$ cat src/sprc_defines.vh
// Register offsets, field positions, reset values and encodings of the serial controller
`ifndef SPRC_DEFINES_VH
`define SPRC_DEFINES_VH

`define SPRC_OFS_CTRL 8'h00
`define SPRC_OFS_FSIZE 8'h04
`define SPRC_OFS_STAT 8'h08
`define SPRC_OFS_ICLR 8'h0c
`define SPRC_OFS_RXPORT 8'h10
`define SPRC_OFS_TXPORT 8'h14
`define SPRC_OFS_DIV 8'h18
`define SPRC_OFS_PSEL 8'h1c
`define SPRC_OFS_MASKED 8'h20
`define SPRC_OFS_RAW 8'h24
`define SPRC_OFS_EMC 8'h28
`define SPRC_OFS_ONESHOT 8'h2c
`define SPRC_OFS_PKT 8'h30
`define SPRC_OFS_CMDSZ 8'h34
`define SPRC_OFS_HWST 8'h38

`define SPRC_RST_CTRL 32'h80000102
`define SPRC_RST_FSIZE 6'h04
`define SPRC_RST_DIV 8'h00

`define SPRC_CTL_HOLD 31
`define SPRC_CTL_OEOFF 30
`define SPRC_CTL_CLKMODE 28
`define SPRC_CTL_FCNT_HI 23
`define SPRC_CTL_FCNT_LO 8
`define SPRC_CTL_IEN_HI 7
`define SPRC_CTL_IEN_LO 4
`define SPRC_CTL_PROTO_HI 3
`define SPRC_CTL_PROTO_LO 2
`define SPRC_CTL_MASTER 1
`define SPRC_CTL_EN 0

`define SPRC_PROTO_FRAMEPULSE 2'b01

`define SPRC_FL_RAW_TX_DONE 0
`define SPRC_FL_RAW_RX_READY 1
`define SPRC_FL_OVFL 2
`define SPRC_FL_UNDR 3
`define SPRC_FL_CMD 4
`define SPRC_FL_SELECT_END_FLAG 5

`define SPRC_EMC_STATUS 0
`define SPRC_EMC_POLL 1
`define SPRC_EMC_FCDIS 2

`define SPRC_OS_FILL 0
`define SPRC_OS_EMPTY 1
`define SPRC_OS_RXRST 2
`define SPRC_OS_TXRST 3
`define SPRC_OS_FCCLR 4
`define SPRC_OS_STALL 5
`define SPRC_OS_RELEASE_TX_IMMEDIATELY 6

`define SPRC_HW_TX_NOT_READY_FLAG 1

`define SPRC_FIFO_AW 3
`define SPRC_FIFO_DEPTH 4'h8

`endif

$ cat src/sprc_fifo.v
// Eight-word frame buffer with registered head word
`timescale 1ns/1ps
`default_nettype none
`include "sprc_defines.vh"

module sprc_fifo (
    input wire clk,
    input wire rst_n,
    input wire ce,
    input wire clr,
    input wire push,
    input wire [31:0] din,
    input wire pop,
    output reg [31:0] dout,
    output wire empty,
    output wire full,
    output reg [3:0] count
);
    reg [31:0] mem [0:7];
    reg [`SPRC_FIFO_AW-1:0] wptr;
    reg [`SPRC_FIFO_AW-1:0] rptr;
    wire do_push = push & ~full;
    wire do_pop = pop & ~empty;
    wire [`SPRC_FIFO_AW-1:0] rnext = do_pop ? rptr + 3'h1 : rptr;

    assign empty = (count == 4'h0);
    assign full = (count == `SPRC_FIFO_DEPTH);

    always @(posedge clk) begin
        if (ce && do_push) begin
            mem[wptr] <= din;
        end
    end

    always @(posedge clk or negedge rst_n) begin
        if (!rst_n) begin
            wptr <= 3'h0;
            rptr <= 3'h0;
            count <= 4'h0;
            dout <= 32'h0;
        end else if (ce) begin
            if (clr) begin
                wptr <= 3'h0;
                rptr <= 3'h0;
                count <= 4'h0;
                dout <= 32'h0;
            end else begin
                if (do_push) wptr <= wptr + 3'h1;
                rptr <= rnext;
                count <= count + {3'h0, do_push} - {3'h0, do_pop};
                // Bypass keeps the head fresh when writing into it
                dout <= (do_push && wptr == rnext) ? din : mem[rnext];
            end
        end
    end
endmodule
`default_nettype wire

$ cat src/sprc_clkdiv.v
// Serial clock half-period tick generator
`timescale 1ns/1ps
`default_nettype none

module sprc_clkdiv (
    input wire clk,
    input wire rst_n,
    input wire ce,
    input wire run,
    input wire mode,
    input wire [7:0] divider_value,
    output reg tick
);
    reg [15:0] cnt;
    // Half period: 2^div in power mode, div+1 in linear mode
    wire [15:0] half = mode ? {8'h0, divider_value} + 16'h0001
                            : (16'h0001 << divider_value[3:0]);

    always @(posedge clk or negedge rst_n) begin
        if (!rst_n) begin
            cnt <= 16'h0;
            tick <= 1'b0;
        end else if (ce) begin
            if (!run) begin
                cnt <= 16'h0;
                tick <= 1'b0;
            end else if (cnt >= half - 16'h0001) begin
                cnt <= 16'h0;
                tick <= 1'b1;
            end else begin
                cnt <= cnt + 16'h0001;
                tick <= 1'b0;
            end
        end
    end
endmodule
`default_nettype wire

$ cat src/sprc_core.v
// Serial controller: APB registers, frame engine and packet features
`timescale 1ns/1ps
`default_nettype none
`include "sprc_defines.vh"

// Operation
// Receive port read returns oldest frame right-aligned and removes it
// Transmit port write queues the word as next frame
// Clock mode 0: serial clock is bus clock over 2^(divider+1)
// Clock mode 1: serial clock is bus clock over 2*(divider+1)
// Master: select register bit 0 drives the select pin
// Select pin active low, active high in frame-pulse mode
// Low four masked bits are raw AND control enables 7:4
// Masked status is read-only, writes ignored
// Select-end flag at bit 5 when select goes inactive
// Command flag at bit 4 after command-size frames in one packet
// Raw bits: underrun 3, overflow 2, receive ready 1, done 0
// Frame counter reaching its limit pauses transfer and raises flags; code raises flags and zeroes the counter without pausing
// Counter disabled: transmit until buffer empties, count field zero
// Poll mode discards first frame after select goes active
// Slave status mode sends status word as first frame
// Transmit-now clears busy status, stays set until first frame sent
// Auto-stall holds master until packet-size frames queued
// Counter clear bit zeroes counter; also disable or control write
// Oneshot bits 3 and 2 reset transmit and receive buffers
// Auto-empty discards received frames until count or select end
// Auto-fill pads transmission with zero frames up to count
// Clear bit 0 clears transmit done flag
// Clear bits 5..1 clear their flags; clear register reads zero
// Control holds enables at 7:4 and frame count at 23:8
// Two-bit protocol field selects serial format
// Interrupt output is OR of masked status bits
// Event flags stay set until written one to clear
module sprc_core (
    input wire pclk,
    input wire presetn,
    input wire pclk_en,
    input wire psel,
    input wire penable,
    input wire pwrite,
    input wire [7:0] paddr,
    input wire [31:0] pwdata,
    output wire [31:0] prdata,
    output wire pready,
    output wire pslverr,
    output wire irq,
    output wire serial_clock,
    output wire serial_clock_oe,
    input wire serial_clock_in,
    output wire data_out,
    output wire data_out_oe,
    input wire data_in,
    output wire select_out_pin,
    output wire select_out_oe,
    input wire select_in
);
    localparam ST_IDLE = 1'b0;
    localparam ST_RUN = 1'b1;

    function hit;
        input [7:0] a;
        input [7:0] o;
        begin
            hit = (a == o);
        end
    endfunction

    reg [31:0] ctl_reg;
    reg [5:0] fsize_reg;
    reg [7:0] div_reg;
    reg sel_reg;
    reg [5:0] emc_reg;
    reg [6:0] os_reg;
    reg [7:0] pkt_reg;
    reg [7:0] cmdsz_reg;
    reg [31:0] hws_reg;
    reg [5:0] raw_reg;
    reg [31:0] prdata_reg;
    reg pready_reg;
    reg pslverr_reg;
    reg irq_reg;
    reg sclk_reg;
    reg sclk_oe_reg;
    reg sdo_reg;
    reg sdo_oe_reg;
    reg ssel_reg;
    reg ssel_oe_reg;
    reg sclk_s1, sclk_s2, sclk_s3;
    reg sdi_s1, sdi_s2;
    reg ssi_s1, ssi_s2;
    reg st_reg;
    reg [31:0] txsh_reg;
    reg [31:0] rxsh_reg;
    reg [5:0] bit_cnt_reg;
    reg [15:0] fcnt_reg;
    reg [7:0] ccnt_reg;
    reg first_reg;
    reg ss_d_reg;

    wire [31:0] tx_head;
    wire [31:0] rx_head;
    wire tx_empty, tx_full, rx_empty, rx_full;
    wire [3:0] tx_count;
    wire [3:0] rx_count;
    wire tick;

    // Bus decode
    wire setup = psel & ~penable;
    wire acc = psel & penable & pready_reg;
    wire wr = acc & pwrite;
    wire rd = acc & ~pwrite;
    wire wr_os = wr & hit(paddr, `SPRC_OFS_ONESHOT);
    wire wr_ctl = wr & hit(paddr, `SPRC_OFS_CTRL);

    // Mode decode
    wire core_on = ctl_reg[`SPRC_CTL_EN] & ~ctl_reg[`SPRC_CTL_HOLD];
    wire mst = ctl_reg[`SPRC_CTL_MASTER];
    wire [1:0] proto = ctl_reg[`SPRC_CTL_PROTO_HI:`SPRC_CTL_PROTO_LO];
    wire fpulse = (proto == `SPRC_PROTO_FRAMEPULSE);
    wire [15:0] flimit = ctl_reg[`SPRC_CTL_FCNT_HI:`SPRC_CTL_FCNT_LO];
    wire [4:0] msb = fsize_reg[4:0] - 5'h01;

    // Masked view of flags
    wire [5:0] masked_irq_status = raw_reg & {emc_reg[5:4], ctl_reg[`SPRC_CTL_IEN_HI:`SPRC_CTL_IEN_LO]};

    // Select state, both modes
    wire s_act = core_on & ~mst & (fpulse ? ssi_s2 : ~ssi_s2);
    wire ss_now = mst ? (core_on & sel_reg) : s_act;
    wire ss_end = ss_d_reg & ~ss_now;
    wire s_rise = sclk_s2 & ~sclk_s3;
    wire s_fall = ~sclk_s2 & sclk_s3;
    wire [5:0] bit_inc = bit_cnt_reg + 6'h01;

    // Frame start and end
    wire use_status = emc_reg[`SPRC_EMC_STATUS] & ~mst & first_reg;
    wire [31:0] load_word = use_status ? hws_reg : (tx_empty ? 32'h0 : tx_head);
    wire short_pkt = ({4'h0, tx_count} < pkt_reg);
    wire m_start = core_on & mst & (st_reg == ST_IDLE) & tick
        & (~tx_empty | os_reg[`SPRC_OS_FILL])
        & ~(os_reg[`SPRC_OS_STALL] & short_pkt);
    wire m_fdone = mst & (st_reg == ST_RUN) & tick & sclk_reg & (bit_cnt_reg == fsize_reg);
    wire s_fdone = s_act & s_rise & (bit_inc == fsize_reg);
    wire s_load = s_act & (~ss_d_reg | s_fdone);
    wire fdone = mst ? m_fdone : s_fdone;
    wire tx_pop = (m_start | s_load) & ~use_status & ~tx_empty;
    wire [31:0] rx_word = mst ? rxsh_reg : {rxsh_reg[30:0], sdi_s2};

    // Receive handling
    wire discard = (emc_reg[`SPRC_EMC_POLL] & first_reg)
        | os_reg[`SPRC_OS_EMPTY];
    wire rx_push = fdone & ~discard & ~rx_full;
    wire rx_pop = rd & hit(paddr, `SPRC_OFS_RXPORT);
    wire tx_push = wr & hit(paddr, `SPRC_OFS_TXPORT);
    wire tx_rst = wr_os & pwdata[`SPRC_OS_TXRST];
    wire rx_rst = wr_os & pwdata[`SPRC_OS_RXRST];

    // Frame counter and events
    wire [15:0] fcnt_inc = fcnt_reg + 16'h0001;
    wire fc_on = ~emc_reg[`SPRC_EMC_FCDIS];
    wire fc_hit = fdone & fc_on & (fcnt_inc == flimit);
    wire fc_clr = (wr_os & pwdata[`SPRC_OS_FCCLR]) | ~core_on | wr_ctl;
    wire [7:0] ccnt_inc = ccnt_reg + 8'h01;
    wire cmd_hit = s_fdone & (cmdsz_reg != 8'h00) & (ccnt_inc == cmdsz_reg);
    wire [5:0] set_mask;
    assign set_mask[`SPRC_FL_RAW_TX_DONE] = fc_hit | (~fc_on & fdone & tx_empty);
    assign set_mask[`SPRC_FL_RAW_RX_READY] = fc_hit | (~fc_on & rx_push);
    assign set_mask[`SPRC_FL_OVFL] = fdone & ~discard & rx_full;
    assign set_mask[`SPRC_FL_UNDR] = s_load & ~use_status & tx_empty & ~os_reg[`SPRC_OS_FILL];
    assign set_mask[`SPRC_FL_CMD] = cmd_hit;
    assign set_mask[`SPRC_FL_SELECT_END_FLAG] = ss_end;
    wire [5:0] clr_mask = (wr & hit(paddr, `SPRC_OFS_ICLR)) ? pwdata[5:0] : 6'h00;

    sprc_fifo u_txq (
        .clk(pclk),
        .rst_n(presetn),
        .ce(pclk_en),
        .clr(tx_rst),
        .push(tx_push),
        .din(pwdata),
        .pop(tx_pop),
        .dout(tx_head),
        .empty(tx_empty),
        .full(tx_full),
        .count(tx_count)
    );

    sprc_fifo u_rxq (
        .clk(pclk),
        .rst_n(presetn),
        .ce(pclk_en),
        .clr(rx_rst),
        .push(rx_push),
        .din(rx_word),
        .pop(rx_pop),
        .dout(rx_head),
        .empty(rx_empty),
        .full(rx_full),
        .count(rx_count)
    );

    sprc_clkdiv u_div (
        .clk(pclk),
        .rst_n(presetn),
        .ce(pclk_en),
        .run(core_on & mst),
        .mode(ctl_reg[`SPRC_CTL_CLKMODE]),
        .divider_value(div_reg),
        .tick(tick)
    );

    // Read data mux
    reg [31:0] rd_mux;
    reg rd_err;
    always @* begin
        rd_mux = 32'h0;
        rd_err = 1'b0;
        if (hit(paddr, `SPRC_OFS_CTRL)) begin
            rd_mux = ctl_reg;
        end else if (hit(paddr, `SPRC_OFS_FSIZE)) begin
            rd_mux = {26'h0, fsize_reg};
        end else if (hit(paddr, `SPRC_OFS_STAT)) begin
            rd_mux = {17'h0, st_reg | s_act, ss_now, 2'h0, tx_empty, 1'b0, tx_full,
                      1'b0, rx_empty, 1'b0, rx_full, raw_reg[3:0]};
        end else if (hit(paddr, `SPRC_OFS_ICLR)) begin
            rd_mux = 32'h0;
        end else if (hit(paddr, `SPRC_OFS_RXPORT)) begin
            rd_mux = rx_head;
        end else if (hit(paddr, `SPRC_OFS_TXPORT)) begin
            rd_mux = 32'h0;
        end else if (hit(paddr, `SPRC_OFS_DIV)) begin
            rd_mux = {24'h0, div_reg};
        end else if (hit(paddr, `SPRC_OFS_PSEL)) begin
            rd_mux = {31'h0, sel_reg};
        end else if (hit(paddr, `SPRC_OFS_MASKED)) begin
            rd_mux = {26'h0, masked_irq_status};
        end else if (hit(paddr, `SPRC_OFS_RAW)) begin
            rd_mux = {26'h0, raw_reg};
        end else if (hit(paddr, `SPRC_OFS_EMC)) begin
            rd_mux = {26'h0, emc_reg[5:4], 1'b0, emc_reg[2:0]};
        end else if (hit(paddr, `SPRC_OFS_ONESHOT)) begin
            rd_mux = {25'h0, os_reg[6:5], 3'h0, os_reg[1:0]};
        end else if (hit(paddr, `SPRC_OFS_PKT)) begin
            rd_mux = {24'h0, pkt_reg};
        end else if (hit(paddr, `SPRC_OFS_CMDSZ)) begin
            rd_mux = {24'h0, cmdsz_reg};
        end else if (hit(paddr, `SPRC_OFS_HWST)) begin
            rd_mux = hws_reg;
        end else begin
            rd_err = 1'b1;
        end
    end

    // APB answer: one-cycle access phase
    always @(posedge pclk or negedge presetn) begin
        if (!presetn) begin
            prdata_reg <= 32'h0;
            pready_reg <= 1'b0;
            pslverr_reg <= 1'b0;
        end else if (pclk_en) begin
            pready_reg <= setup;
            // Unmapped writes are dropped quietly, only reads are refused
            pslverr_reg <= setup & ~pwrite & rd_err;
            if (setup && !pwrite) prdata_reg <= rd_mux;
        end
    end

    // Software-written registers
    always @(posedge pclk or negedge presetn) begin
        if (!presetn) begin
            ctl_reg <= `SPRC_RST_CTRL;
            fsize_reg <= `SPRC_RST_FSIZE;
            div_reg <= `SPRC_RST_DIV;
            sel_reg <= 1'b0;
            emc_reg <= 6'h00;
            pkt_reg <= 8'h00;
            cmdsz_reg <= 8'h00;
            hws_reg <= 32'h0;
        end else if (pclk_en) begin
            if (wr_ctl) ctl_reg <= pwdata;
            if (wr && hit(paddr, `SPRC_OFS_FSIZE) && !core_on) fsize_reg <= pwdata[5:0];
            if (wr && hit(paddr, `SPRC_OFS_DIV)) div_reg <= pwdata[7:0];
            if (wr && hit(paddr, `SPRC_OFS_PSEL)) sel_reg <= pwdata[0];
            if (wr && hit(paddr, `SPRC_OFS_EMC)) emc_reg <= {pwdata[5:4], 1'b0, pwdata[2:0]};
            if (wr && hit(paddr, `SPRC_OFS_PKT)) pkt_reg <= pwdata[7:0];
            if (wr && hit(paddr, `SPRC_OFS_CMDSZ)) cmdsz_reg <= pwdata[7:0];
            if (wr && hit(paddr, `SPRC_OFS_HWST)) begin
                hws_reg <= pwdata;
            end else if (wr_os && pwdata[`SPRC_OS_RELEASE_TX_IMMEDIATELY]) begin
                hws_reg[`SPRC_HW_TX_NOT_READY_FLAG] <= 1'b0;
            end
        end
    end

    // Oneshot bits: self-clearing on completion
    always @(posedge pclk or negedge presetn) begin
        if (!presetn) begin
            os_reg <= 7'h00;
        end else if (pclk_en) begin
            if (wr_os) begin
                os_reg <= {pwdata[6:5], 3'h0, pwdata[1:0]};
            end else begin
                if (tx_pop) os_reg[`SPRC_OS_RELEASE_TX_IMMEDIATELY] <= 1'b0;
                if (m_start) os_reg[`SPRC_OS_STALL] <= 1'b0;
                if (fc_hit || (!mst && ss_end)) os_reg[`SPRC_OS_EMPTY] <= 1'b0;
                if (fc_hit) os_reg[`SPRC_OS_FILL] <= 1'b0;
            end
        end
    end

    // Sticky flags, set beats clear
    always @(posedge pclk or negedge presetn) begin
        if (!presetn) begin
            raw_reg <= 6'h00;
            irq_reg <= 1'b0;
        end else if (pclk_en) begin
            raw_reg <= (raw_reg & ~clr_mask) | set_mask;
            irq_reg <= |masked_irq_status;
        end
    end

    // Pin synchronisers
    always @(posedge pclk or negedge presetn) begin
        if (!presetn) begin
            sclk_s1 <= 1'b0;
            sclk_s2 <= 1'b0;
            sclk_s3 <= 1'b0;
            sdi_s1 <= 1'b0;
            sdi_s2 <= 1'b0;
            ssi_s1 <= 1'b1;
            ssi_s2 <= 1'b1;
        end else if (pclk_en) begin
            sclk_s1 <= serial_clock_in;
            sclk_s2 <= sclk_s1;
            sclk_s3 <= sclk_s2;
            sdi_s1 <= data_in;
            sdi_s2 <= sdi_s1;
            ssi_s1 <= select_in;
            ssi_s2 <= ssi_s1;
        end
    end

    // Frame engine
    always @(posedge pclk or negedge presetn) begin
        if (!presetn) begin
            st_reg <= ST_IDLE;
            sclk_reg <= 1'b0;
            txsh_reg <= 32'h0;
            rxsh_reg <= 32'h0;
            bit_cnt_reg <= 6'h00;
            fcnt_reg <= 16'h0;
            ccnt_reg <= 8'h00;
            first_reg <= 1'b1;
            ss_d_reg <= 1'b0;
        end else if (pclk_en) begin
            ss_d_reg <= ss_now;
            if (m_start || s_load) begin
                txsh_reg <= load_word;
                rxsh_reg <= 32'h0;
                bit_cnt_reg <= 6'h00;
                if (m_start) st_reg <= ST_RUN;
            end else if (mst && st_reg == ST_RUN && tick) begin
                if (!sclk_reg) begin
                    sclk_reg <= 1'b1;
                    rxsh_reg <= {rxsh_reg[30:0], sdi_s2};
                    bit_cnt_reg <= bit_inc;
                end else begin
                    sclk_reg <= 1'b0;
                    if (bit_cnt_reg == fsize_reg) st_reg <= ST_IDLE;
                    else txsh_reg <= txsh_reg << 1;
                end
            end else if (s_act && s_rise) begin
                rxsh_reg <= {rxsh_reg[30:0], sdi_s2};
                bit_cnt_reg <= bit_inc;
            end else if (s_act && s_fall && bit_cnt_reg != 6'h00) begin
                txsh_reg <= txsh_reg << 1;
            end
            if (!core_on || !mst) begin
                st_reg <= ST_IDLE;
                sclk_reg <= 1'b0;
            end
            if (!ss_now) first_reg <= 1'b1;
            else if (fdone) first_reg <= 1'b0;
            if (fc_clr || fc_hit) fcnt_reg <= 16'h0;
            else if (fdone && fc_on) fcnt_reg <= fcnt_inc;
            if (!s_act || cmd_hit) ccnt_reg <= 8'h00;
            else if (s_fdone) ccnt_reg <= ccnt_inc;
        end
    end

    // Pin drivers
    always @(posedge pclk or negedge presetn) begin
        if (!presetn) begin
            sclk_oe_reg <= 1'b0;
            sdo_reg <= 1'b0;
            sdo_oe_reg <= 1'b0;
            ssel_reg <= 1'b1;
            ssel_oe_reg <= 1'b0;
        end else if (pclk_en) begin
            sclk_oe_reg <= core_on & mst;
            sdo_reg <= txsh_reg[msb];
            sdo_oe_reg <= core_on & (mst | (s_act & ~ctl_reg[`SPRC_CTL_OEOFF]));
            ssel_reg <= fpulse ? (core_on & mst & sel_reg) : ~(core_on & mst & sel_reg);
            ssel_oe_reg <= core_on & mst;
        end
    end

    assign prdata = prdata_reg;
    assign pready = pready_reg;
    assign pslverr = pslverr_reg;
    assign irq = irq_reg;
    assign serial_clock = sclk_reg;
    assign serial_clock_oe = sclk_oe_reg;
    assign data_out = sdo_reg;
    assign data_out_oe = sdo_oe_reg;
    assign select_out_pin = ssel_reg;
    assign select_out_oe = ssel_oe_reg;
endmodule
`default_nettype wire

$ cat config.mk
export PLATFORM = sky130hd
export DESIGN_NAME = sprc_core
export DESIGN_NICKNAME = d
export VERILOG_FILES = /design/src/sprc_fifo.v /design/src/sprc_clkdiv.v /design/src/sprc_core.v
export VERILOG_INCLUDE_DIRS = /design/src
export SDC_FILE = /design/constraint.sdc
export NUM_CORES = 1
export LEC_CHECK = 0
export ABC_AREA = 1
export BUFFER_PORTS_ARGS = -buffer_cell sky130_fd_sc_hd__buf_2
export CORE_MARGIN = 5
export CORE_UTILIZATION = 40
export DETAILED_ROUTE_END_ITERATION = 10
export PLACE_DENSITY = 0.6
export SYNTH_ARGS = -nofsm -noshare
export SYNTH_HDL_FRONTEND = slang
export SYNTH_HIERARCHICAL = 1
export SYNTH_SLANG_ARGS = --single-unit
export TNS_END_PERCENT = 1
$ cat constraint.sdc
create_clock -name pclk -period 9.1 [get_ports pclk]
set_input_delay 1.82 -clock pclk [delete_from_list [all_inputs] [get_ports pclk]]
set_output_delay 1.82 -clock pclk [all_outputs]
set_load 0.05 [all_outputs]
==> results.py, run 1 <==
metrics = {
    "drt": {
        "first_iter_violations": 2877,
        "wl_per_cell_um": 19.3,
        "wl_um": 117000,
        "drc": 0,
        "vias": 32000,
        "dr.pass1.iters": 6,
        "ant_nets": 0,
        "vias_per_cell": 5.28,
    },
    "finish": {
        "largestRegisters": "u_rxq/mem (256), u_txq/mem (256)",
        "fin_util": 0.446,
        "nets": 4693,
        "postLayoutCellArea_mm2": 0.0461,
        "drive_above_1_share": 0.0906,
        "area_delta_synth_final_pct": 10.8,
    },
    "clock_network": {
        "cts-resized-gates": 0,
        "root_buffer": "clkbuf_16",
        "clock_latency_ns": 0.68,
        "post_cts_buffers": 0,
        "cts.sink_count": 867,
        "ctsHoldBuffers": 0,
        "clk_pin_slew_worst_paths_ns": 0.06,
        "numCtsBuffers": 90,
        "h-tree-depth": 3,
        "cts_buffer_depth": 3,
        "cts_tree": "built",
    },
    "outcome": {
        "status": "finished, final reports clean",
    },
    "place": {
        "place.gp.congestion": 0.933,
        "placed_area_mm2": 0.0431,
        "io_buffers": 89,
        "hpwl_um": 73000,
    },
    "timing": {
        "tns_ns": 0,
        "min_period_ns": 5.86,
        "fmax_mhz": 171,
        "hold_violations": 0,
        "maxSlewHeadroom": 0.155,
        "tightest_slew_ns": 1.25,
        "rsz0062_at_grt": "false",
        "finClkSkew_ns": 0.0480,
        "slew_viol_final": 0,
        "setup_violations": 0,
        "finalCritPeriodShare": 0.644,
        "hold_ws_ns": 0.480,
    },
    "floorplan": {
        "die_w_um": 333,
        "start_util": 0.402,
        "fp.dieH_um": 333,
        "coreArea_mm2": 0.103,
        "die_area_mm2": 0.111,
        "rows": 118,
        "num_io_pins": 90,
    },
    "worst_setup_path": {
        "ff2ff_path_depth": 22,
        "end_kind": "register",
        "cp_max_fo": 130,
        "critPathArrivalTime_ns": 6.43,
        "rrSetupSlack_ns": 3.81,
        "start_kind": "input port",
        "critical_path_required_ns": 9.67,
        "critical_path_class": "input port to register",
    },
    "global_route": {
        "grt_pass1_vias": 30100,
        "track_usage": 0.205,
        "grt_max_degree": 131,
        "overflow": 0,
        "antenna_found_initial": 3,
        "grt_first_pass_wirelength_um": 180000,
    },
    "worst_hold_path": {
        "whs_path_depth": 2,
        "hp-class": "register to register",
    },
    "yosys": {
        "async_flop_share": 0.409,
        "synth-seq-area-share": 0.583,
        "yosys.area_share.simple": 0.267,
        "yosysWarnings": 6,
        "syn_area_per_cell_um2": 9.10,
        "synthXorXnorAreaFrac": 0.00895,
        "synth-seq-cells": 867,
        "synth-edff-count": 512,
        "synth_area_mm2": 0.0416,
        "synth_most_common_cell": "nand2_1",
        "synthFlopType": "edfxtp_1",
        "muxShareOfSynthArea": 0.000240,
        "yosysTopAreaCellShare": 0.369,
        "synth_common_cells": "nand2_1 (1,533), nand3_1 (639), edfxtp_1 (512)",
        "syn_inst": 4575,
        "synth_compound_area_frac": 0.0548,
        "synthAdderAreaFrac": 0.0151,
        "synth_cell_type_count": 59,
        "yosysTopAreaCell": "edfxtp_1",
        "synth_top_family_by_area": "simple AND/OR/NAND/NOR gates",
        "syn_nets": 4673,
        "synth_area_leaders": "edfxtp_1 (37%), dfrtp_1 (21%), nand2_1 (14%)",
    },
    "flow_run": {
        "max_cap_violations": 0,
    },
    "power": {
        "p_leak_nw": 19.4,
        "peakVddDrop_uv": 138,
        "powerDensity_mw_per_mm2": 204,
    },
}
## critical path, cell delays in order
cell and delay [ns]:
buf_2 0.10, nor2_1 0.17, nand2_1 0.17, nor2_2 0.15
buf_4 0.40, inv_1 0.10, nor3_1 0.63, nand3_1 0.33
nand2_8 0.67, nand2_1 0.14, nand2_2 0.69, nand3_4 0.57
nand3_1 0.26, nand2_1 0.08, nand2_1 0.06
## final timing paths
| kind | startpoint | to |
|---|---|---|
| max | paddr[7] | u_rxq/dout[30] |
| min reg2reg | pslverr | pslverr |
| max in group asynchronous | presetn | u_div/cnt[9] |
| min | pslverr | pslverr |
| max reg2reg | ctl_reg[31] | u_txq/dout[19] |
| min in group asynchronous | presetn | rxsh_reg[3] |
## cell families (layout without fill, tap and decap cells)
logic type / after synthesis / count (layout)
AOI/OAI and AO/OA: 407 / 407
muxes: 1 / 1
and+or+nand+nor: 2574 / 2574
other: 0 / 5
xor gates and xnor gates: 41 / 41
DFF: 867 / 867
buffers and inverters: 636 / 732
adders and majority gates: 49 / 49
## cell type report
type / count / area (um2)
Clock inverter: 47 / 571
Fill cell: 9813 / 57400
Tap cell: 1380 / 1730
Clock buffer: 121 / 2490
Timing Repair Buffer: 147 / 903
Antenna cell: 5 / 12.5
Multi-Input combinational cell: 3072 / 14600
Inverter: 417 / 1570
Sequential cell: 867 / 24300
## through the flow
| stage | std cells | power [W] | worst slack, ns |
|---|---|---|---|
| detailed placement | 5883 | 0.00567 | 2.65 |
| finish | 6056 | 0.00940 | 3.24 |
| CTS | 6051 | 0.00948 | 3.36 |
| global placement | 5883 | 0.00565 | 2.73 |
| global route | 6053 | 0.00978 | 2.83 |
| floorplan | 4575 | 0.00531 | 4.58 |
## per-layer routing
layer	wire length, um	GRT usage	vias up
met1	52700	0.296	15400
met5	0	0	-
li1	-	-	15300
met4	2450	0.0554	0
met3	8760	0.0354	144
met2	52900	0.323	1074
## report_power, final
group / leakage, nW / internal (W) / total (W) / switching [W]
Sequential: 8.45 / 0.00428 / 0.00440 / 0.000115
Combinational: 9.49 / 0.000332 / 0.00120 / 0.000866
Clock: 1.50 / 0.00222 / 0.00380 / 0.00158
Total: 19.4 / 0.00683 / 0.00940 / 0.00256
## layout by cell type, fill, tap and decap left out, drive strengths merged, types with 8 or more instances in the layout
master,count
nor2,218
nor3,21
nand4,94
clkinv,38
bufinv,10
dfrtp,347
buf,147
edfxtp,512
a21oi,68
xor2,29
nand2,1574
xnor2,11
o22ai,43
o21ai,232
ha,47
a31oi,21
nand3,646
inv,414
clkbuf,121
o211ai,15
dfstp,8
No activity file was read; power rests on OpenSTA's default activity.
==> run 2: changes to the inputs <==
- PLACE_DENSITY: 0.6 -> 0.62
- clock period: 9.1 -> 5.25 ns (I/O delays scaled with it)
==> results.py, run 2 (same netlist as run 1, synthesis figures left out) <==
metrics = {
    "global_route": {
        "overflow": 0,
        "grt_max_degree": 130,
        "antenna_found_initial": 5,
        "grt_pass1_vias": 30400,
        "track_usage": 0.209,
        "grt_first_pass_wirelength_um": 183000,
    },
    "finish": {
        "nets": 4701,
        "drive_above_1_share": 0.0912,
        "final_cell_mix": "nand2_1 (1,531), nand3_1 (639), edfxtp_1 (512)",
        "area_delta_synth_final_pct": 11.2,
        "largestRegisters": "u_rxq/mem (256), u_txq/mem (256)",
        "n_fill_cell": 9846,
        "finalNonFillerCells": 6062,
        "layout_commonest_cell": "nand2_1",
    },
    "drt": {
        "vias_per_cell": 5.31,
        "wl_per_cell_um": 19.5,
        "drc": 0,
        "wl_um": 118000,
        "dr.pass1.iters": 7,
        "vias": 32200,
        "ant_nets": 0,
        "first_iter_violations": 2912,
    },
    "place": {
        "dp_cells": 5890,
        "io_buffers": 89,
        "hpwl_um": 75700,
        "place.gp.congestion": 0.925,
    },
    "clock_network": {
        "cts_buffer_depth": 3,
        "ctsHoldBuffers": 0,
        "clk_pin_slew_worst_paths_ns": 0.06,
        "cts.sink_count": 867,
        "clock_latency_ns": 0.67,
        "h-tree-depth": 3,
        "root_buffer": "clkbuf_16",
        "numCtsBuffers": 91,
        "cts-resized-gates": 0,
        "cts_tree": "built",
        "post_cts_buffers": 0,
    },
    "floorplan": {
        "fp.dieH_um": 333,
        "rows": 118,
        "num_io_pins": 90,
        "coreArea_mm2": 0.103,
        "start_util": 0.402,
        "die_area_mm2": 0.111,
        "die_w_um": 333,
    },
    "timing": {
        "hold_violations": 0,
        "finClkSkew_ns": 0.0360,
        "tightest_slew_ns": 1.23,
        "tns_ns": 0,
        "fmax_mhz": 249,
        "setup_violations": 0,
        "finalCritPeriodShare": 0.766,
        "hold_ws_ns": 0.478,
        "rsz0062_at_grt": "false",
        "slew_viol_final": 0,
        "min_period_ns": 4.02,
        "maxSlewHeadroom": 0.178,
    },
    "power": {
        "power_w": 0.0163,
        "powerDensity_mw_per_mm2": 353,
        "peakVddDrop_uv": 267,
        "p_leak_nw": 19.5,
    },
    "worst_setup_path": {
        "critPathArrivalTime_ns": 4.61,
        "cp_max_fo": 33,
        "critical_path_required_ns": 5.84,
        "start_kind": "register",
        "end_kind": "register",
        "critical_path_class": "register to register",
    },
    "flow_run": {
        "max_cap_violations": 0,
    },
    "worst_hold_path": {
        "hp-class": "register to register",
    },
    "outcome": {
        "status": "finished, final reports clean",
    },
}
[run 2: changes by cell type in the layout (fill, tap and decap cells not counted), moves of 4 or more]
cell        before  now
clkbuf_8        12    8
buf_12           1   13
clkinvlp_4       2    6
buf_4           57   52
clkinv_2        18   14
[run 2: path summary, 6_finish.rpt]
check / start / to / slack (ns) / cells after the start
worst max-delay path: bit_cnt_reg[0] / u_txq/dout[14] / 1.23 / 21
worst min-delay path: ssi_s1 / ssi_s1 / 0.48 / 2
worst max register to register: bit_cnt_reg[0] / u_txq/dout[14] / 1.23 / 21
worst min register to register: ssi_s1 / ssi_s1 / 0.48 / 2
max in group asynchronous: presetn / emc_reg[2] / 3.52 / 2
min in group asynchronous: presetn / u_rxq/dout[3] / 0.50 / 1
[run 2: final cells by class]
type	instances	area (um2)	area share
antenna	2	5.00	0.000108
timing repair buffer	154	1110	0.0239
clock buffer	120	2470	0.0532
multi-input combinational	3072	14600	0.315
clock inverter	50	602	0.0130
sequential	867	24300	0.524
tap	1380	1730	0.0373
inverter	417	1570	0.0338
[run 2: routing by layer]
layer,global-route usage,up-vias,wire [um]
li1,-,15300,-
met1,0.289,15500,51200
met2,0.330,1162,54400
met3,0.0424,202,9230
met4,0.0714,6,3520
met5,0,-,43
[run 2: per-stage QoR]
stage | worst slack [ns] | instance area [um2] | utilization
3_5_place_dp | 1.15 | 43200 | 0.418
4_1_cts | 1.25 | 46300 | 0.447
3_3_place_gp | 1.19 | 43200 | 0.418
5_1_grt | 0.865 | 46300 | 0.448
6_report | 1.23 | 46300 | 0.448
2_1_floorplan | 1.50 | 41600 | -
[run 2: critical path: stages (launching register included)]
cell,delay (ns)
dfrtp_1,0.41
inv_1,0.09
ha_1,0.33
xor2_1,0.15
nor2_1,0.06
nand3_1,0.10
nor2_2,0.05
nand2_2,0.10
nand2_1,0.07
nand2_1,0.10
nand2_2,0.07
nand2_2,0.08
clkinv_2,0.36
nand2_4,0.26
nand2_2,0.08
nand2_4,0.31
nor2_4,0.08
nor2_8,0.40
nand3_4,0.46
nand3_1,0.23
nand2_1,0.08
nand2_1,0.07
[run 2: where the power goes]
group          leakage (nW)  switching [W]  total [W]  internal [W]
logic                  9.59        0.00155    0.00216      0.000603
registers              8.45       0.000200    0.00762       0.00742
clock network          1.48        0.00274    0.00657       0.00383
total                  19.5        0.00449     0.0163        0.0119
